--- src/rtl/tmr_cfg.svh ---
// Register indices, field positions, reset values and counts of the timer.
// Assumes an 8-bit internal I/O register port with one index per register.
`ifndef TMR_CFG_SVH
`define TMR_CFG_SVH

`define TMR_ADDR_W        4
`define TMR_IDX_CTRL_A    4'h0
`define TMR_IDX_CTRL_B    4'h1
`define TMR_IDX_FORCE     4'h2
`define TMR_IDX_IRQ_EN    4'h3
`define TMR_IDX_IRQ_FLAG  4'h4
`define TMR_IDX_CNT_L     4'h5
`define TMR_IDX_CNT_H     4'h6
`define TMR_IDX_CAP_L     4'h7
`define TMR_IDX_CAP_H     4'h8
`define TMR_IDX_MA_L      4'h9
`define TMR_IDX_MA_H      4'hA
`define TMR_IDX_MB_L      4'hB
`define TMR_IDX_MB_H      4'hC
`define TMR_IDX_MC_L      4'hD
`define TMR_IDX_MC_H      4'hE

`define TMR_REG_RESET     8'h00
`define TMR_FLAG_MASK     8'h2F
`define TMR_CTRL_B_MASK   8'h5F
`define TMR_BIT_CAP       5
`define TMR_BIT_OVF       0
`define TMR_BIT_EDGE      6
`define TMR_FORCE_LSB     5

`define TMR_TOP_8BIT      16'h00FF
`define TMR_TOP_9BIT      16'h01FF
`define TMR_TOP_10BIT     16'h03FF
`define TMR_TOP_MAX       16'hFFFF
`define TMR_PRESC_W       10
`endif

--- src/rtl/tmr_pkg.sv ---
// Types shared by the timer modules.
// Assumes the constants of tmr_cfg.svh.
package tmr_pkg;
  typedef enum logic [1:0] {
    TMR_OVF_AT_MAX    = 2'b00,
    TMR_OVF_AT_TOP    = 2'b01,
    TMR_OVF_AT_BOTTOM = 2'b10
  } tmr_ovf_pt_e;

  typedef logic [15:0] tmr_word_t;
endpackage

--- src/rtl/tmr_clksel.sv ---
// Clock source selection and prescaler of one timer.
// Assumes the count pin is synchronous to clk.
`timescale 1ns/1ps
`include "tmr_cfg.svh"
module tmr_clksel #(
  parameter int PRESC_W = `TMR_PRESC_W
) (
  // Clock and reset
  input  wire logic       clk,
  input  wire logic       srst,
  // Control
  input  wire logic [2:0] sel,
  input  wire logic       ext_pin,
  // Timer clock enable
  output logic            tick
);
  logic [PRESC_W-1:0] presc;
  logic               ext_q;

  always_ff @(posedge clk)
  begin
    if (srst)
      presc <= '0;
    else
      presc <= presc + PRESC_W'(1);
  end

  always_ff @(posedge clk)
  begin
    if (srst)
      ext_q <= 1'b0;
    else
      ext_q <= ext_pin;
  end

  // Pin direction is not looked at: a driven output still counts
  always_comb
  begin
    case (sel)
      3'h0: tick = 1'b0;
      3'h1: tick = 1'b1;
      3'h2: tick = &presc[2:0];
      3'h3: tick = &presc[5:0];
      3'h4: tick = &presc[7:0];
      3'h5: tick = &presc[9:0];
      3'h6: tick = ext_q & ~ext_pin;
      3'h7: tick = ~ext_q & ext_pin;
      default: tick = 1'b0;
    endcase
  end
endmodule

--- src/rtl/tmr_cmp.sv ---
// One compare channel: equality, suppressed match and forced strobe.
// Assumes tick, counter and block come from the timer core.
`timescale 1ns/1ps
module tmr_cmp (
  // Counter side
  input  wire logic [15:0] cnt,
  input  wire logic [15:0] match_value,
  input  wire logic        tick,
  input  wire logic        blocked,
  // Forced strobe side
  input  wire logic        force_wr,
  input  wire logic        pwm_mode,
  // Results
  output logic             hit,
  output logic             forced
);
  assign hit = tick && !blocked && (cnt == match_value);
  assign forced = force_wr && !pwm_mode;
endmodule

--- src/rtl/tmr_top.sv ---
// Functional notes
// - Clock select zero stops counter; codes 1-5 divide I/O clock by 1..1024.
// - Codes six and seven count falling or rising edges of the count pin.
// - Pin edges count even when the pin is driven as an output.
// - Force strobe outside PWM gives an immediate match to the waveform unit.
// - A forced match sets no flag, raises no request, never clears the counter.
// - Force strobe bits always read back as zero.
// - Counter is read and written as byte pair through the shared latch.
// - Counter write suppresses all compare matches on the next timer clock.
// - Three compare values are compared with the counter at all times.
// - Compare value writes update both bytes together via the latch.
// - Capture event loads the counter into the captured value.
// - Captured value reads return both bytes together via the latch.
// - Request needs its enable, the global enable and its pending flag.
// - Capture flag sets on capture, or at top when captured value is top.
// - Match flag sets on the timer clock after counter equals compare value.
// - Overflow flag sets at overflow in normal and clear modes, else per mode.
// - Flags clear on vector acknowledge or by writing one to them.
// - Waveform mode selects top value and the overflow flag point.
// - Edge select picks capture edge; capture is off while it is top.
//
// One 16-bit timer core with its control, flag and 16-bit registers.
// Assumes an 8-bit I/O register port, inputs synchronous to CLK.
`timescale 1ns/1ps
`include "tmr_cfg.svh"
module tmr_top #(
  parameter int  ADDR_W   = `TMR_ADDR_W,
  parameter bit  HAS_ACMP = 1'b1
) (
  // Clock and reset
  input  wire logic              CLK,
  input  wire logic              SRST,
  // I/O register port
  input  wire logic [ADDR_W-1:0] ADDR,
  input  wire logic [7:0]        WDATA,
  input  wire logic              WE,
  input  wire logic              RE,
  output logic      [7:0]        RDATA,
  // Interrupt side
  input  wire logic              GIE,
  input  wire logic [4:0]        IRQ_ACK,
  output logic      [4:0]        IRQ_REQ,
  // Pins and events
  input  wire logic              EXT_COUNT_PIN,
  input  wire logic              CAPTURE_EVENT_PIN,
  input  wire logic              ACMP_OUT,
  input  wire logic              ACMP_CAPTURE_SEL,
  // Waveform unit side
  output logic      [2:0]        MATCH_EVT,
  output logic      [2:0]        FORCE_EVT,
  output logic      [5:0]        COMPARE_ACTION,
  output logic      [3:0]        WAVEFORM_SEL,
  output logic      [15:0]       COUNT_VALUE
);
  logic [7:0]  ctrl_a;
  logic [7:0]  ctrl_b;
  logic [7:0]  irq_en;
  logic [7:0]  flags;
  logic [7:0]  temp;
  logic [15:0] cnt;
  logic [15:0] cap;
  logic [15:0] mv [3];
  logic        dir_down;
  logic        blk;
  logic        cap_q;
  logic        tick;
  logic [2:0]  hit;
  logic [2:0]  forced;
  logic [7:0]  next_rdata;
  logic [3:0]  wsel;
  tmr_pkg::tmr_word_t top;
  tmr_pkg::tmr_ovf_pt_e ovf_pt;

  function automatic logic wr_at(input logic [ADDR_W-1:0] idx);
    wr_at = WE && (ADDR == idx);
  endfunction

  function automatic logic rd_at(input logic [ADDR_W-1:0] idx);
    rd_at = RE && (ADDR == idx);
  endfunction

  function automatic logic cap_is_top(input logic [3:0] m);
    cap_is_top = (m == 4'd8) || (m == 4'd10) || (m == 4'd12) ||
                 (m == 4'd14);
  endfunction

  function automatic logic phase_mode(input logic [3:0] m);
    phase_mode = ((m >= 4'd1) && (m <= 4'd3)) ||
                 ((m >= 4'd8) && (m <= 4'd11));
  endfunction

  function automatic logic is_pwm(input logic [3:0] m);
    is_pwm = !((m == 4'd0) || (m == 4'd4) || (m == 4'd12) ||
               (m == 4'd13));
  endfunction

  assign wsel = {ctrl_b[4:3], ctrl_a[1:0]};

  always_comb
  begin
    case (wsel)
      4'd1, 4'd5:
        top = `TMR_TOP_8BIT;
      4'd2, 4'd6:
        top = `TMR_TOP_9BIT;
      4'd3, 4'd7:
        top = `TMR_TOP_10BIT;
      4'd4, 4'd9, 4'd11, 4'd15:
        top = mv[0];
      4'd8, 4'd10, 4'd12, 4'd14:
        top = cap;
      default:
        top = `TMR_TOP_MAX;
    endcase
    if (phase_mode(wsel))
      ovf_pt = tmr_pkg::TMR_OVF_AT_BOTTOM;
    else if (is_pwm(wsel))
      ovf_pt = tmr_pkg::TMR_OVF_AT_TOP;
    else
      ovf_pt = tmr_pkg::TMR_OVF_AT_MAX;
  end

  tmr_clksel #(
    .PRESC_W (`TMR_PRESC_W)
  ) u_clksel (
    .clk     (CLK),
    .srst    (SRST),
    .sel     (ctrl_b[2:0]),
    .ext_pin (EXT_COUNT_PIN),
    .tick    (tick)
  );

  for (genvar i = 0; i < 3; i++)
  begin : g_cmp
    tmr_cmp u_cmp (
      .cnt         (cnt),
      .match_value (mv[i]),
      .tick        (tick),
      .blocked     (blk),
      .force_wr    (wr_at(`TMR_IDX_FORCE) && WDATA[7-i]),
      .pwm_mode    (is_pwm(wsel)),
      .hit         (hit[i]),
      .forced      (forced[i])
    );
  end

  // Control registers; reserved bits are never stored
  always_ff @(posedge CLK)
  begin
    if (SRST)
    begin
      ctrl_a <= `TMR_REG_RESET;
      ctrl_b <= `TMR_REG_RESET;
      irq_en <= `TMR_REG_RESET;
    end
    else
    begin
      if (wr_at(`TMR_IDX_CTRL_A))
        ctrl_a <= WDATA;
      if (wr_at(`TMR_IDX_CTRL_B))
        ctrl_b <= WDATA & `TMR_CTRL_B_MASK;
      if (wr_at(`TMR_IDX_IRQ_EN))
        irq_en <= WDATA & `TMR_FLAG_MASK;
    end
  end

  always_ff @(posedge CLK)
  begin
    if (SRST)
      temp <= `TMR_REG_RESET;
    else if (wr_at(`TMR_IDX_CNT_H) || wr_at(`TMR_IDX_CAP_H) ||
             wr_at(`TMR_IDX_MA_H) || wr_at(`TMR_IDX_MB_H) ||
             wr_at(`TMR_IDX_MC_H))
      temp <= WDATA;
    else if (rd_at(`TMR_IDX_CNT_L))
      temp <= cnt[15:8];
    else if (rd_at(`TMR_IDX_CAP_L))
      temp <= cap[15:8];
  end

  // Written-counter block lasts until the next timer clock
  always_ff @(posedge CLK)
  begin
    if (SRST)
      blk <= 1'b0;
    else if (wr_at(`TMR_IDX_CNT_L))
      blk <= 1'b1;
    else if (tick)
      blk <= 1'b0;
  end

  // CPU write has priority over counting
  always_ff @(posedge CLK)
  begin
    if (SRST)
    begin
      cnt      <= 16'h0000;
      dir_down <= 1'b0;
    end
    else if (wr_at(`TMR_IDX_CNT_L))
      cnt <= {temp, WDATA};
    else if (tick)
    begin
      if (phase_mode(wsel))
      begin
        if (!dir_down && cnt >= top)
        begin
          dir_down <= 1'b1;
          cnt      <= cnt - 16'h0001;
        end
        else if (dir_down && cnt == 16'h0000)
        begin
          dir_down <= 1'b0;
          cnt      <= 16'h0001;
        end
        else if (dir_down)
          cnt <= cnt - 16'h0001;
        else
          cnt <= cnt + 16'h0001;
      end
      // Match-cleared modes wrap at top; forced strobes never get here
      else if (cnt == top)
      begin
        dir_down <= 1'b0;
        cnt      <= 16'h0000;
      end
      else
      begin
        dir_down <= 1'b0;
        cnt      <= cnt + 16'h0001;
      end
    end
  end

  always_ff @(posedge CLK)
  begin
    if (SRST)
    begin
      mv[0] <= 16'h0000;
      mv[1] <= 16'h0000;
      mv[2] <= 16'h0000;
    end
    else
    begin
      if (wr_at(`TMR_IDX_MA_L))
        mv[0] <= {temp, WDATA};
      if (wr_at(`TMR_IDX_MB_L))
        mv[1] <= {temp, WDATA};
      if (wr_at(`TMR_IDX_MC_L))
        mv[2] <= {temp, WDATA};
    end
  end

  // Capture source edge detect; the pins are already synchronous
  logic cap_src;
  logic cap_evt;
  assign cap_src = (HAS_ACMP && ACMP_CAPTURE_SEL) ? ACMP_OUT
                                                  : CAPTURE_EVENT_PIN;
  assign cap_evt = !cap_is_top(wsel) &&
                   (ctrl_b[`TMR_BIT_EDGE] ? (cap_src && !cap_q)
                                          : (!cap_src && cap_q));

  always_ff @(posedge CLK)
  begin
    if (SRST)
      cap_q <= 1'b0;
    else
      cap_q <= cap_src;
  end

  always_ff @(posedge CLK)
  begin
    if (SRST)
      cap <= 16'h0000;
    else if (cap_evt)
      cap <= cnt;
    else if (wr_at(`TMR_IDX_CAP_L))
      cap <= {temp, WDATA};
  end

  // Flag set sources, in flag register bit order
  logic [7:0] set_v;
  logic [7:0] clr_v;
  logic       ovf_hit;
  always_comb
  begin
    case (ovf_pt)
      tmr_pkg::TMR_OVF_AT_TOP:
        ovf_hit = tick && (cnt == top);
      tmr_pkg::TMR_OVF_AT_BOTTOM:
        ovf_hit = tick && dir_down && (cnt == 16'h0000);
      default:
        ovf_hit = tick && (cnt == `TMR_TOP_MAX);
    endcase
    set_v = 8'h00;
    set_v[`TMR_BIT_CAP] = cap_evt ||
                          (cap_is_top(wsel) && tick && (cnt == top));
    set_v[3:1] = hit;
    set_v[`TMR_BIT_OVF] = ovf_hit;
    clr_v = {2'b00, IRQ_ACK[4], 1'b0, IRQ_ACK[3:0]};
    if (wr_at(`TMR_IDX_IRQ_FLAG))
      clr_v = clr_v | WDATA;
  end

  // clear by ack or one, set wins
  always_ff @(posedge CLK)
  begin
    if (SRST)
      flags <= `TMR_REG_RESET;
    else
      flags <= ((flags & ~clr_v) | set_v) & `TMR_FLAG_MASK;
  end

  always_ff @(posedge CLK)
  begin
    if (SRST)
      IRQ_REQ <= 5'h00;
    else if (GIE)
      IRQ_REQ <= {irq_en[5] & flags[5], irq_en[3:0] & flags[3:0]};
    else
      IRQ_REQ <= 5'h00;
  end

  always_ff @(posedge CLK)
  begin
    if (SRST)
    begin
      MATCH_EVT      <= 3'h0;
      FORCE_EVT      <= 3'h0;
      COMPARE_ACTION <= 6'h00;
      WAVEFORM_SEL   <= 4'h0;
      COUNT_VALUE    <= 16'h0000;
    end
    else
    begin
      MATCH_EVT      <= hit;
      FORCE_EVT      <= forced;
      COMPARE_ACTION <= ctrl_a[7:2];
      WAVEFORM_SEL   <= wsel;
      COUNT_VALUE    <= cnt;
    end
  end

  always_comb
  begin
    case (ADDR)
      `TMR_IDX_CTRL_A:   next_rdata = ctrl_a;
      `TMR_IDX_CTRL_B:   next_rdata = ctrl_b;
      `TMR_IDX_FORCE:    next_rdata = 8'h00;
      `TMR_IDX_IRQ_EN:   next_rdata = irq_en;
      `TMR_IDX_IRQ_FLAG: next_rdata = flags;
      `TMR_IDX_CNT_L:    next_rdata = cnt[7:0];
      `TMR_IDX_CAP_L:    next_rdata = cap[7:0];
      `TMR_IDX_CNT_H,
      `TMR_IDX_CAP_H:    next_rdata = temp;
      `TMR_IDX_MA_L:     next_rdata = mv[0][7:0];
      `TMR_IDX_MA_H:     next_rdata = mv[0][15:8];
      `TMR_IDX_MB_L:     next_rdata = mv[1][7:0];
      `TMR_IDX_MB_H:     next_rdata = mv[1][15:8];
      `TMR_IDX_MC_L:     next_rdata = mv[2][7:0];
      `TMR_IDX_MC_H:     next_rdata = mv[2][15:8];
      default:           next_rdata = 8'h00;
    endcase
  end

  always_ff @(posedge CLK)
  begin
    if (SRST)
      RDATA <= 8'h00;
    else if (RE)
      RDATA <= next_rdata;
  end
endmodule

--- config.mk ---
export PLATFORM = sky130hd
export DESIGN_NAME = tmr_top
export DESIGN_NICKNAME = d
export VERILOG_FILES = /design/src/rtl/tmr_pkg.sv /design/src/rtl/tmr_clksel.sv /design/src/rtl/tmr_cmp.sv /design/src/rtl/tmr_top.sv
export VERILOG_INCLUDE_DIRS = /design/src /design/src/rtl
export SDC_FILE = /design/constraint.sdc
export NUM_CORES = 1
export LEC_CHECK = 0
export BUFFER_PORTS_ARGS = -buffer_cell sky130_fd_sc_hd__clkbuf_2
export CAP_MARGIN = 20
export CELL_PAD_IN_SITES_DETAIL_PLACEMENT = 0
export CELL_PAD_IN_SITES_GLOBAL_PLACEMENT = 1
export CORE_MARGIN = 2
export CORE_UTILIZATION = 51
export DETAILED_ROUTE_END_ITERATION = 12
export HOLD_SLACK_MARGIN = 0.15
export PLACE_DENSITY_LB_ADDON = 0.12
export SLEW_MARGIN = 20
export SYNTH_ARGS = -nofsm -noshare
export SYNTH_HDL_FRONTEND = slang
export SYNTH_HIERARCHICAL = 1
export SYNTH_SLANG_ARGS = --single-unit
--- constraint.sdc ---
create_clock -name CLK -period 6.5 [get_ports CLK]
set_clock_uncertainty 0.1 [all_clocks]
set_input_delay 0.65 -clock CLK [delete_from_list [all_inputs] [get_ports CLK]]
set_output_delay 0.65 -clock CLK [all_outputs]
set_load 0.02 [all_outputs]
==> results of run 1 <==
[stage by stage]
step           instances  instance area [um^2]  utilization  setup slack, ps  hold WS [ps]
6_report            1411                 11100        0.573             2210           353
4_1_cts             1411                 11100        0.573             2280           346
2_1_floorplan       1098                  9920            -             3190           318
3_5_place_dp        1379                 10500        0.543             2270           342
3_3_place_gp        1379                 10500        0.543             2430           332
5_1_grt             1411                 11100        0.573             1950           373
[registers in the layout, summed over array words and instances (netlist names), 3 cells and up]
name / flops
COMPARE_ACTION: 6
COUNT_VALUE: 16
FORCE_EVT: 3
IRQ_REQ: 5
MATCH_EVT: 3
RDATA: 8
WAVEFORM_SEL: 4
cap: 16
cnt: 16
ctrl_a: 8
ctrl_b: 6
flags: 5
irq_en: 5
mv: 48
temp: 8
u_clksel/presc: 10
[power by group through the flow]
| stage | registers (W) | clock network (W) | logic (W) |
|---|---|---|---|
| after global routing | 0.00118 | 0.00108 | 0.000226 |
| after detailed placement | 0.00120 | 0 | 0.000206 |
| after global placement | 0.00120 | 0 | 0.000205 |
| after CTS | 0.00117 | 0.00104 | 0.000207 |
| final | 0.00117 | 0.00102 | 0.000210 |
| after floorplan | 0.00118 | 0 | 0.000141 |
[how the worst max path moves through the flow]
stage                     endpoint  cells past startpoint  slack [ps]              startpoint
3_3_place_gp   cnt[5]$_SDFFE_PP0P_                     12        2430  ctrl_b[3]$_SDFFE_PP0P_
3_5_place_dp   cnt[5]$_SDFFE_PP0P_                     12        2270  ctrl_b[3]$_SDFFE_PP0P_
6_report       cnt[5]$_SDFFE_PP0P_                     12        2210  ctrl_b[3]$_SDFFE_PP0P_
4_1_cts        cnt[5]$_SDFFE_PP0P_                     12        2280  ctrl_b[3]$_SDFFE_PP0P_
5_1_grt        cnt[8]$_SDFFE_PP0P_                     12        1950  ctrl_b[3]$_SDFFE_PP0P_
2_1_floorplan  cnt[4]$_SDFFE_PP0P_                     13        3190  ctrl_a[1]$_SDFFE_PP0P_
[logic make-up (layout without fill, tap and decap cells)]
kind of cell / Yosys count / count (layout)
multiplexers: 68 / 68
adder cells (fa/ha/maj): 20 / 20
XOR/XNOR: 70 / 70
AO/OA/AOI/OAI: 273 / 273
buffers and inverters: 105 / 153
AND/OR/NAND/NOR: 391 / 391
flip-flops: 171 / 171
[layout by cell type, fill, tap and decap left out, types with 6 or more instances in the layout]
| master | n |
|---|---|
| sky130_fd_sc_hd__a221oi_1 | 18 |
| sky130_fd_sc_hd__and2_1 | 16 |
| sky130_fd_sc_hd__edfxtp_1 | 48 |
| sky130_fd_sc_hd__and3_1 | 16 |
| sky130_fd_sc_hd__nand2_1 | 61 |
| sky130_fd_sc_hd__nand3b_1 | 6 |
| sky130_fd_sc_hd__nor2b_1 | 47 |
| sky130_fd_sc_hd__clkbuf_2 | 69 |
| sky130_fd_sc_hd__a211oi_1 | 20 |
| sky130_fd_sc_hd__mux2i_1 | 55 |
| sky130_fd_sc_hd__a221o_1 | 9 |
| sky130_fd_sc_hd__clkbuf_16 | 18 |
| sky130_fd_sc_hd__or4_1 | 6 |
| sky130_fd_sc_hd__o21ai_0 | 45 |
| sky130_fd_sc_hd__a31oi_1 | 8 |
| sky130_fd_sc_hd__o22ai_1 | 12 |
| sky130_fd_sc_hd__nor3b_1 | 11 |
| sky130_fd_sc_hd__or3_1 | 7 |
| sky130_fd_sc_hd__dfxtp_1 | 123 |
| sky130_fd_sc_hd__inv_1 | 26 |
| sky130_fd_sc_hd__a211o_1 | 6 |
| sky130_fd_sc_hd__a21oi_1 | 69 |
| sky130_fd_sc_hd__nor3_1 | 23 |
| sky130_fd_sc_hd__a21o_1 | 8 |
| sky130_fd_sc_hd__nor4_1 | 12 |
| sky130_fd_sc_hd__mux2_2 | 11 |
| sky130_fd_sc_hd__buf_4 | 25 |
| sky130_fd_sc_hd__nand3_1 | 25 |
| sky130_fd_sc_hd__nand4_1 | 7 |
| sky130_fd_sc_hd__xnor2_1 | 15 |
| sky130_fd_sc_hd__nor2_1 | 105 |
| sky130_fd_sc_hd__xor2_1 | 55 |
| sky130_fd_sc_hd__nand2b_1 | 14 |
| sky130_fd_sc_hd__o21ai_1 | 7 |
| sky130_fd_sc_hd__a22oi_1 | 10 |
| sky130_fd_sc_hd__ha_1 | 20 |
| sky130_fd_sc_hd__o31ai_1 | 6 |
[final cells by class]
cell class,instances,area (um^2),share of cell area
flip-flops and latches,171,3900,0.353
well taps,265,332,0.0300
clock inverters,13,118,0.0106
inverters,27,101,0.00917
repair buffers,94,533,0.0482
multi-input cells,822,5600,0.507
clock buffers,19,464,0.0420
[routing by layer]
| layer | global-route usage | vias up | routed length, um |
|---|---|---|---|
| li1 | - | 4089 | - |
| met1 | 0.445 | 4285 | 13900 |
| met2 | 0.506 | 483 | 15200 |
| met3 | 0.0583 | 88 | 2810 |
| met4 | 0.160 | 0 | 1550 |
| met5 | 0 | - | 0 |
[critical path, delay by kind of cell, from the launching register on]
kind                       cells  cell delay (ps)
DFF                            1              700
AOI/OAI and AO/OA              5              970
adders and majority gates      1              280
and+or+nand+nor                6             2070
[synth_stat cells, drive strengths merged, types with 6 or more instances]
cell / n / area share
a21o: 8 / 0.0061
a21oi: 69 / 0.035
nor3b: 13 / 0.011
nand4: 10 / 0.0082
clkbuf: 48 / 0.018
xor2: 55 / 0.049
a22oi: 11 / 0.0097
nand2b: 14 / 0.0088
and3: 16 / 0.010
inv: 26 / 0.0098
edfxtp: 48 / 0.15
ha: 20 / 0.025
mux2i: 55 / 0.055
mux2: 11 / 0.012
o31ai: 6 / 0.0045
a211o: 6 / 0.0053
dfxtp: 123 / 0.25
nor3: 27 / 0.016
xnor2: 15 / 0.013
a211oi: 21 / 0.017
nand3b: 6 / 0.0045
o21ai: 53 / 0.027
or3: 9 / 0.0059
and2: 16 / 0.010
buf: 30 / 0.015
or4: 6 / 0.0045
nand3: 25 / 0.013
nor4: 17 / 0.015
a221o: 9 / 0.0091
o22ai: 12 / 0.0076
nor2: 109 / 0.042
nand2: 62 / 0.024
nor2b: 47 / 0.030
a31oi: 8 / 0.0050
a221oi: 21 / 0.020
==> impl_metrics.csv, run 1 <==
group,metric,value,unit
clock_network,cts_setup_buffers,0,
synth,ys_warn_count,6,
worst_setup_path,crit_path_max_fanout,17,
pwr,power.static_leakage,4.41,nW
floorplanning,row_count,51,
clock_network,clock_sink_count,171,
drt,avgRoutedWirePerCell,23.7,um
synth,part_of_the_yosys_area_used_for_sequential_elements,0.393,
drt,route.detailed.vias_per_inst,6.34,
global_route,antenna_found_initial,1,
global_route,global_route.usage.total,0.328,
status,outcome,"completed",
synth,synth_top_family_by_area,"simple AND/OR/NAND/NOR gates",
clock_network,clock-root-buffer,"sky130_fd_sc_hd__clkbuf_16",
drt,first_iter_violations,766,
synth,count_of_unique_library_cells_instantiated_by_yosys,80,
floorplanning,effective_utilization_at_floorplan,0.515,
worst_setup_path,crit_path_top_cell_by_count,"sky130_fd_sc_hd__nor2_1",
worst_setup_path,rrSetupSlack,2210,ps
clock_network,cts_max_path_buffers,2,
worst_setup_path,critPathSlowestCell,"sky130_fd_sc_hd__dfxtp_1",
synth,mappedNetlistNets,1144,
synth,synth_enable_flop_cells,48,
floorplanning,fp.dieH,144,um
floorplanning,floorplan.core_area,19300,um^2
worst_setup_path,arrival_time_at_the_worst_endpoint,4470,ps
drt,final_antenna_net_count,0,
drt,via_count,8945,
pwr,power_switching,0.000654,W
pwr,power_density,218,nW/um^2
placement,io_buffer_count,70,
worst_setup_path,critPathMaxStageDelay,700,ps
worst_setup_path,path_cells,"nor2b_1, nand2b_1, nor2_1, a21oi_1, o22a_1, ha_1, nand4_1, nor4_4, nor2_1, a21o_1, a221oi_1, a221oi_2",
drt,finalWirelength,33500,um
cells_and_area,n_fill_cell,1782,
timing,slew_violations,0,
timing,worstMarginPinSlew,1080,ps
floorplanning,die_area,20600,um^2
synth,post_synthesis_sequential_element_count,171,
timing,report.final.setup_viol,0,
synth,compound_gate_fraction_of_synth_area,0.190,
clock_network,cts_buffers,17,
timing,shortest_clock_period_the_worst_path_allows_after_layout,4290,ps
clock_network,htreeDepth,4,
timing,fmaxAchievable,0.233,GHz
floorplanning,fp.dieW,144,um
pwr,design_power_total,0.00241,W
min_path,holdCritPathClass,"flip-flop to flip-flop",
cells_and_area,fin_nets,1179,
clock_network,cts.repair.resized,0,
synth,synthCells,1098,
timing,fin_crit_sh,0.659,
min_path,whs_path_depth,1,
worst_setup_path,worst-r2r-cell-count,12,
timing,fin_setup_tns,0,ps
clock_network,cts_tree,"done",
pwr,max-vdd-ir-drop,0.216,mV
flow_run,max_cap_viol_count,0,
worst_setup_path,cp-end-kind,"flip-flop",
synth,synthSimpleGateAreaFrac,0.214,
synth,synthMuxAreaShare,0.0725,
synth,synth-main-ff-cell,"sky130_fd_sc_hd__dfxtp_1",
cells_and_area,syn_to_final_growth,11.3,%
worst_setup_path,worst_ep_required_time,6690,ps
cells_and_area,post_route_cells_drive_above_1_share,0.153,
global_route,grt_pass1_wl,49900,um
pwr,power_share_of_the_clock_group,0.425,
global_route,pin_count_of_the_biggest_net_entering_global_routing,69,
pwr,power_report.internal_total,0.00175,W
synth,synth-xor-area-share,0.0618,
synth,synth.cell_area,9920,um^2
clock_network,clock_latency,440,ps
pwr,power_frac_seq,0.487,
global_route,overflow,0,
worst_setup_path,r2r_end,"cnt[5]$_SDFFE_PP0P_",
worst_setup_path,path_class,"flip-flop to flip-flop",
synth,synthAdderAreaFrac,0.0252,
pwr,p_sw_frac,0.272,
timing,timing_hold_violations_final,0,
timing,slew_headroom,0.276,
drt,drt_drc_violations_left,0,
pwr,pwr-share-comb,0.087,
cells_and_area,antenna_cells,0,
timing,rsz0062_at_grt,"false",
synth,syn-mean-instance-area,9.04,um^2
clock_network,cts.clk_slew.worst_paths,70,ps
global_route,grt_pass1_vias,8157,
worst_setup_path,reg2reg_start,"ctrl_b[3]$_SDFFE_PP0P_",
placement,place.detailed.hpwl,23300,um
drt,drt_first_pass_iters,5,
min_path,worst_hold_startpoint,"u_clksel/presc[0]$_SDFF_PP0_",
clock_network,number_of_hold_buffers_added_after_cts,0,
placement,gp_congestion,0.947,
min_path,hold_path_end,"u_clksel/presc[0]$_SDFF_PP0_",
floorplanning,io_pins,71,
synth,synthArstFlopShare,0,
worst_setup_path,startpoint_types,"flip-flop",
Note: power is estimated with default switching activity, not from simulation.
==> run 2, diff against run 1 <==
--- a/config.mk
+++ b/config.mk
@@ -6,12 +6,13 @@
 export SDC_FILE = /design/constraint.sdc
 export NUM_CORES = 1
 export LEC_CHECK = 0
+export ABC_AREA = 1
 export BUFFER_PORTS_ARGS = -buffer_cell sky130_fd_sc_hd__clkbuf_2
 export CAP_MARGIN = 20
 export CELL_PAD_IN_SITES_DETAIL_PLACEMENT = 0
 export CELL_PAD_IN_SITES_GLOBAL_PLACEMENT = 1
 export CORE_MARGIN = 2
-export CORE_UTILIZATION = 51
+export CORE_UTILIZATION = 40
 export DETAILED_ROUTE_END_ITERATION = 12
 export HOLD_SLACK_MARGIN = 0.15
 export PLACE_DENSITY_LB_ADDON = 0.12
==> constraint.sdc (replaced) <==
create_clock -name CLK -period 3.8 [get_ports CLK]
set_clock_uncertainty 0.1 [all_clocks]
set_input_delay 0.38 -clock CLK [delete_from_list [all_inputs] [get_ports CLK]]
set_output_delay 0.38 -clock CLK [all_outputs]
set_load 0.02 [all_outputs]
==> run 2 against run 1 <==
Net effect: critical path type unchanged; clock power up 76%; utilization decreased by 11 points; total power increased by 75%; highest routed layer unchanged; critical endpoint is now cnt[1]$_SDFFE_PP0P_.
==> impl_metrics.csv, run 2 <==
group,metric,value,unit
status,outcome,"completed",
drt,avgRoutedWirePerCell,20.7,um
clock_network,cts_setup_buffers,0,
synth,ys_warn_count,6,
pwr,max-vdd-ir-drop,0.243,mV
worst_setup_path,arrival_time_at_the_worst_endpoint,3630,ps
timing,shortest_clock_period_the_worst_path_allows_after_layout,3390,ps
synth,synth-main-ff-cell,"sky130_fd_sc_hd__dfxtp_1",
timing,fin_setup_tns,0,ps
clock_network,htreeDepth,4,
cells_and_area,largest_register_ffs,48,
cells_and_area,n_fill_cell,2549,
synth,synthArstFlopShare,0,
timing,timing_hold_violations_final,0,
worst_setup_path,reg2reg_start,"ctrl_a[1]$_SDFFE_PP0P_",
drt,via_count,9689,
placement,placedInstanceArea,10500,um^2
synth,synth_top_area_share,0.252,
timing,fmaxAchievable,0.295,GHz
global_route,grt_pass1_wl,57000,um
synth,synth.cell_area,9780,um^2
cells_and_area,layout.cells.most_common,"sky130_fd_sc_hd__nand2_1",
timing,fin_crit_sh,0.893,
pwr,power.static_leakage,5.02,nW
drt,route.detailed.vias_per_inst,5.35,
timing,report.final.setup_viol,0,
timing,rsz0062_at_grt,"false",
cells_and_area,finalCoreUtilization,0.463,
synth,syn-mean-instance-area,7.02,um^2
global_route,grt_util_met3,0.0728,
worst_setup_path,path_class,"flip-flop to flip-flop",
clock_network,clock_sink_count,171,
placement,dp_slack,492,ps
drt,finalWirelength,37400,um
global_route,global_route.usage.total,0.297,
cells_and_area,registers.top_by_ff_count,"mv",
clock_network,clock-root-buffer,"sky130_fd_sc_hd__clkbuf_16",
global_route,grt_busiest_layer,"met2",
min_path,holdCritPathClass,"input port to flip-flop",
worst_setup_path,worst_ep_required_time,4040,ps
worst_setup_path,worst-r2r-cell-count,24,
synth,count_of_unique_library_cells_instantiated_by_yosys,50,
global_route,overflow,0,
cells_and_area,post_route_cells_drive_above_1_share,0.134,
pwr,p_sw_frac,0.294,
synth,synth.top_cells.by_area,"sky130_fd_sc_hd__dfxtp_1, sky130_fd_sc_hd__edfxtp_1, sky130_fd_sc_hd__nand2_1, sky130_fd_sc_hd__inv_1, sky130_fd_sc_hd__nor2_1",
worst_setup_path,setup.worst_path.end,"cnt[1]$_SDFFE_PP0P_",
pwr,power_switching,0.00124,W
global_route,met1_usage,0.401,
synth,mappedNetlistNets,1439,
floorplanning,io_pins,71,
drt,drt_first_pass_iters,5,
synth,synthCells,1393,
clock_network,clock_latency,450,ps
pwr,power_frac_seq,0.473,
worst_setup_path,startpoint_types,"flip-flop",
floorplanning,die_area,25700,um^2
worst_setup_path,rrSetupSlack,410,ps
flow_run,max_cap_viol_count,0,
synth,synth_enable_flop_cells,48,
drt,first_iter_violations,921,
worst_setup_path,cp-end-kind,"flip-flop",
cells_and_area,layout.cell_area.non_filler,11200,um^2
clock_network,cts_tree,"done",
clock_network,cts_max_path_buffers,2,
pwr,power_report.internal_total,0.00298,W
clock_network,cts_buffers,17,
floorplanning,row_count,57,
timing,worstMarginPinSlew,927,ps
cells_and_area,register_area,3900,um^2
global_route,pin_count_of_the_biggest_net_entering_global_routing,79,
global_route,grt_pass1_vias,9235,
synth,synthMostInstantiatedCell,"sky130_fd_sc_hd__nand2_1",
min_path,worst_hold_startpoint,"GIE",
worst_setup_path,r2r_end,"cnt[1]$_SDFFE_PP0P_",
floorplanning,fp.dieH,160,um
pwr,power_density,377,nW/um^2
worst_setup_path,crit_path_max_fanout,14,
cells_and_area,most_used_cells_in_the_layout_excluding_fill_and_tap_cells,"sky130_fd_sc_hd__nand2_1, sky130_fd_sc_hd__inv_1, sky130_fd_sc_hd__nor2_1",
clock_network,cts.clk_slew.worst_paths,80,ps
timing,slew_headroom,0.382,
timing,setup_slack,405,ps
floorplanning,floorplan.core_area,24200,um^2
synth,synth_top_area_cell,"sky130_fd_sc_hd__dfxtp_1",
cells_and_area,multi_input_logic_area,4840,um^2
placement,gp_congestion,0.921,
synth,post_synthesis_sequential_element_count,171,
global_route,global_route.usage.met2,0.457,
floorplanning,fp.dieW,160,um
worst_setup_path,critical_path.startpoint,"ctrl_a[1]$_SDFFE_PP0P_",
global_route,antenna_found_initial,1,
synth,part_of_the_yosys_area_used_for_sequential_elements,0.399,
timing,slew_violations,0,
drt,final_antenna_net_count,0,
pwr,power_share_of_the_clock_group,0.427,
cells_and_area,fin_nets,1520,
pwr,pwr-share-comb,0.100,
placement,place.detailed.hpwl,28500,um
cells_and_area,syn_to_final_growth,14.4,%
drt,drt_drc_violations_left,0,
floorplanning,effective_utilization_at_floorplan,0.404,
synth,synthTopCellsByCount,"sky130_fd_sc_hd__nand2_1, sky130_fd_sc_hd__inv_1, sky130_fd_sc_hd__nor2_1",
placement,io_buffer_count,70,
run 2: changes by cell type after synthesis, sizes merged, moves of 31 or more:
cell and change:
mux2i -55, xor2 -35, inv +192, nor2 +83
nand2 +324, nor2b -47, clkbuf -31
run 2: logic make-up after synthesis:
| group | after synthesis | synth area share |
|---|---|---|
| flip-flops | 171 | 0.399 |
| buffers and inverters | 261 | 0.106 |
| adder cells (fa/ha/maj) | 20 | 0.0256 |
| AND/OR/NAND/NOR | 665 | 0.291 |
| AO/OA/AOI/OAI | 249 | 0.155 |
| XOR/XNOR | 27 | 0.0242 |
run 2: cell type report:
type                            count  share of cell area
Clock inverter                     14              0.0134
Timing Repair Buffer              101              0.0535
Sequential cell                   171               0.349
Clock buffer                       18              0.0403
Antenna cell                        1            0.000224
Tap cell                          324              0.0362
Inverter                          222              0.0745
Multi-Input combinational cell    961               0.433
run 2: what timing repair did:
| action | CTS | global route |
|---|---|---|
| endpoints found under the hold margin | 6 | 0 |
| hold buffers | 6 | 0 |
| resized for setup | 0 | 0 |
| setup endpoints to repair | 0 | 0 |
run 2: per-layer routing:
metal  share of wire  vias to the layer above
met5               0                        -
met4           0.034                        0
met3           0.086                       73
met2            0.43                      437
met1            0.45                     4506
li1                -                     4673
run 2: how the worst min path moves through the flow:
stage,slack (ps),end,cells past startpoint
after global placement,340,u_clksel/presc[0]$_SDFF_PP0_,1
after detailed placement,350,u_clksel/presc[0]$_SDFF_PP0_,1
after global routing,200,flags[2]$_SDFF_PP0_,4
after floorplan,320,COMPARE_ACTION[1]$_SDFF_PP0_,2
after CTS,170,IRQ_REQ[2]$_SDFF_PP0_,3
final,170,IRQ_REQ[2]$_SDFF_PP0_,3
run 2: power groups by stage:
stage          registers (W)  logic (W)  clock network, W
2_1_floorplan        0.00202   0.000256                 0
3_5_place_dp         0.00203   0.000410                 0
5_1_grt              0.00200   0.000467           0.00190
4_1_cts              0.00199   0.000417           0.00183
3_3_place_gp         0.00203   0.000412                 0
6_report             0.00199   0.000423           0.00180
run 2: critical path, cell delays in order (launching register included):
cell and delay (ps):
sky130_fd_sc_hd__dfxtp_1 410, sky130_fd_sc_hd__inv_1 130, sky130_fd_sc_hd__nand2_1 90, sky130_fd_sc_hd__nand3_1 70
sky130_fd_sc_hd__nand2_1 90, sky130_fd_sc_hd__buf_4 190, sky130_fd_sc_hd__inv_1 130, sky130_fd_sc_hd__nand2_1 100
sky130_fd_sc_hd__inv_1 120, sky130_fd_sc_hd__a211oi_1 210, sky130_fd_sc_hd__ha_1 280, sky130_fd_sc_hd__nand2_1 90
sky130_fd_sc_hd__nor2_1 70, sky130_fd_sc_hd__nand2_1 100, sky130_fd_sc_hd__nor2_4 50, sky130_fd_sc_hd__inv_2 50
sky130_fd_sc_hd__nand2_1 50, sky130_fd_sc_hd__nor2_2 180, sky130_fd_sc_hd__nand3_2 360, sky130_fd_sc_hd__nand2_1 150
sky130_fd_sc_hd__nand2_1 60, sky130_fd_sc_hd__nand2_1 50, sky130_fd_sc_hd__nand2_1 50, sky130_fd_sc_hd__nand2_1 50
sky130_fd_sc_hd__nand2_1 40
run 2: stage by stage:
stage	power, W	hold slack, ps	instances
finish	0.00422	168	1812
global route	0.00437	196	1811
CTS	0.00424	166	1811
detailed placement	0.00244	350	1773
global placement	0.00244	343	1773
floorplan	0.00228	325	1393
==> run 3, diff against run 2 <==
--- a/config.mk
+++ b/config.mk
@@ -6,13 +6,13 @@
 export SDC_FILE = /design/constraint.sdc
 export NUM_CORES = 1
 export LEC_CHECK = 0
-export ABC_AREA = 1
+export ABC_AREA = 0
 export BUFFER_PORTS_ARGS = -buffer_cell sky130_fd_sc_hd__clkbuf_2
 export CAP_MARGIN = 20
 export CELL_PAD_IN_SITES_DETAIL_PLACEMENT = 0
 export CELL_PAD_IN_SITES_GLOBAL_PLACEMENT = 1
 export CORE_MARGIN = 2
-export CORE_UTILIZATION = 40
+export CORE_UTILIZATION = 43
 export DETAILED_ROUTE_END_ITERATION = 12
 export HOLD_SLACK_MARGIN = 0.15
 export PLACE_DENSITY_LB_ADDON = 0.12
==> run 3 against run 2 <==
Net effect: routed wire length down 6.1%; sequential power about the same; utilization up 3.8 points; largest cell class unchanged; cell area up 1.3%; via count down 8.5%; maximum frequency down 1.7%; critical path depth down 14; worst hold slack worse by 11 ps; die area down 5.5%.
==> impl_metrics.csv, run 3 (same netlist as run 1, synthesis figures left out) <==
group,metric,value,unit
drt,met3WireLength,2370,um
cells_and_area,fin_nets,1210,
timing,timing_hold_violations_final,0,
cells_and_area,largest_register_ffs,48,
worst_setup_path,arrival_time_at_the_worst_endpoint,3700,ps
worst_setup_path,rrSetupSlack,350,ps
timing,report.final.setup_viol,0,
global_route,global_route.usage.total,0.293,
cells_and_area,multi_input_logic_area,5600,um^2
worst_setup_path,cp-end-kind,"flip-flop",
timing,shortest_clock_period_the_worst_path_allows_after_layout,3450,ps
flow_run,max_cap_viol_count,0,
clock_network,cts.clk_slew.worst_paths,80,ps
floorplanning,die_area,24300,um^2
worst_setup_path,critPathSlowestCell,"sky130_fd_sc_hd__dfxtp_1",
placement,io_buffer_count,70,
placement,placedInstanceArea,10700,um^2
drt,drt_first_pass_iters,5,
clock_network,cts_max_path_buffers,2,
worst_setup_path,path_cells,"nand2_1, or2_2, o22ai_1, ha_1, a21o_1, a221o_1, a211oi_4, nand2_4, a221o_1, a221oi_2",
drt,drt-met1-wl,15400,um
pwr,power.static_leakage,4.55,nW
worst_setup_path,path_class,"flip-flop to flip-flop",
timing,slew_headroom,0.390,
clock_network,cts_buffers,17,
cells_and_area,post_route_cells_drive_above_1_share,0.170,
drt,drt_drc_violations_left,0,
timing,worstMarginPinSlew,912,ps
cells_and_area,layout.cell_area.non_filler,11300,um^2
worst_setup_path,crit_path_top_cell_by_count,"sky130_fd_sc_hd__a221o_1",
drt,finalWirelength,35200,um
cells_and_area,registers.top_by_ff_count,"mv",
global_route,antenna_found_initial,1,
timing,rsz0062_at_grt,"false",
timing,fin_crit_sh,0.909,
global_route,grt_pass1_vias,8307,
cells_and_area,register_area,3900,um^2
cells_and_area,syn_to_final_growth,14.2,%
timing,fin_setup_tns,0,ps
cells_and_area,most_used_cells_in_the_layout_excluding_fill_and_tap_cells,"sky130_fd_sc_hd__dfxtp_1, sky130_fd_sc_hd__nor2_1, sky130_fd_sc_hd__clkbuf_2",
timing,fmaxAchievable,0.290,GHz
min_path,whs_path_depth,3,
drt,final_antenna_net_count,0,
global_route,overflow,0,
global_route,grt_pass1_wl,52800,um
cells_and_area,final_cell_count_no_fill,1462,
cells_and_area,finalCoreUtilization,0.500,
worst_setup_path,worst_ep_required_time,4050,ps
floorplanning,fp.dieH,156,um
worst_setup_path,worst-r2r-cell-count,10,
clock_network,clock-root-buffer,"sky130_fd_sc_hd__clkbuf_16",
floorplanning,io_pins,71,
placement,gp_congestion,0.983,
drt,highest-signal-layer,"met4",
drt,avgRoutedWirePerCell,24.1,um
placement,dpl.cell_count,1425,
drt,via_count,8862,
pwr,design_power_total,0.00419,W
worst_setup_path,startpoint_types,"flip-flop",
floorplanning,row_count,55,
pwr,power_density,370,nW/um^2
clock_network,clock_latency,450,ps
drt,route.met2.wl,16000,um
clock_network,clock_sink_count,171,
drt,route.detailed.vias_per_inst,6.06,
min_path,holdCritPathClass,"input port to flip-flop",
pwr,max-vdd-ir-drop,0.227,mV
worst_setup_path,crit_path_max_fanout,12,
floorplanning,floorplan.core_area,22600,um^2
clock_network,cts_tree,"done",
placement,place.detailed.hpwl,26000,um
global_route,pin_count_of_the_biggest_net_entering_global_routing,44,
clock_network,htreeDepth,4,
floorplanning,effective_utilization_at_floorplan,0.438,
cells_and_area,n_fill_cell,2207,
floorplanning,fp.dieW,156,um
drt,first_iter_violations,828,
cells_and_area,antenna_cells,0,
cells_and_area,layout.cells.most_common,"sky130_fd_sc_hd__dfxtp_1",
timing,slew_violations,0,
worst_setup_path,critPathMaxStageDelay,570,ps
status,outcome,"completed",
## run 3: cell count changes in the layout (fill, tap and decap cells not counted), sizes merged, moves of 14 or more
cell	before	now
nor2	192	109
nand2b	0	14
nor2b	0	47
and3	0	16
inv	225	32
nand3	47	25
o21ai	82	53
and2	0	16
mux2i	0	55
nand2	386	62
nor4	1	17
xor2	20	55
buf	26	51
## run 3: final cells by class
type | count | share of cell area
clock buffer | 19 | 0.0382
clock inverter | 13 | 0.0137
inverter | 27 | 0.00894
multi-input combinational | 822 | 0.494
sequential | 171 | 0.345
tap | 285 | 0.0315
timing repair buffer | 125 | 0.0687
## run 3: stage by stage
step	setup WS, ps	hold WS, ps
floorplan	494	318
global placement	403	331
detailed placement	322	338
CTS	332	152
global route	168	167
finish	347	157
## run 3: repair_timing
action,CTS,global route
hold buffers,5,0
buffers inserted,0,0
endpoints found under the hold margin,5,0
gates resized for setup,0,1
endpoints found under the setup margin,0,1
## run 3: worst max-delay path: cells and delay by family (launching register included)
family / cells / cell delay, ps
fa+ha+maj: 1 / 280
simple gates: 3 / 640
compound gates: 6 / 1760
flops: 1 / 570
## run 3: worst paths after layout
kind / from / to
worst max-delay path: ctrl_a[0]$_SDFFE_PP0P_ / cnt[4]$_SDFFE_PP0P_
worst min-delay path: CAPTURE_EVENT_PIN / cap_q$_SDFF_PP0_
worst max register to register: ctrl_a[0]$_SDFFE_PP0P_ / cnt[4]$_SDFFE_PP0P_
worst min register to register: u_clksel/presc[0]$_SDFF_PP0_ / u_clksel/presc[0]$_SDFF_PP0_
## run 3: metal layers
| metal | up-vias | GRT usage |
|---|---|---|
| met3 | 68 | 0.0489 |
| met2 | 373 | 0.461 |
| met4 | 0 | 0.120 |
| met1 | 4276 | 0.400 |
| met5 | - | 0 |
| li1 | 4145 | - |
## run 3: power breakdown
| group | leakage (nW) | switching (W) | total, W | internal, W |
|---|---|---|---|---|
| sequential | 1.48 | 0.0000751 | 0.00201 | 0.00193 |
| combinational | 2.80 | 0.000243 | 0.000381 | 0.000138 |
| clock | 0.279 | 0.000817 | 0.00180 | 0.000987 |
| total | 4.55 | 0.00114 | 0.00419 | 0.00306 |
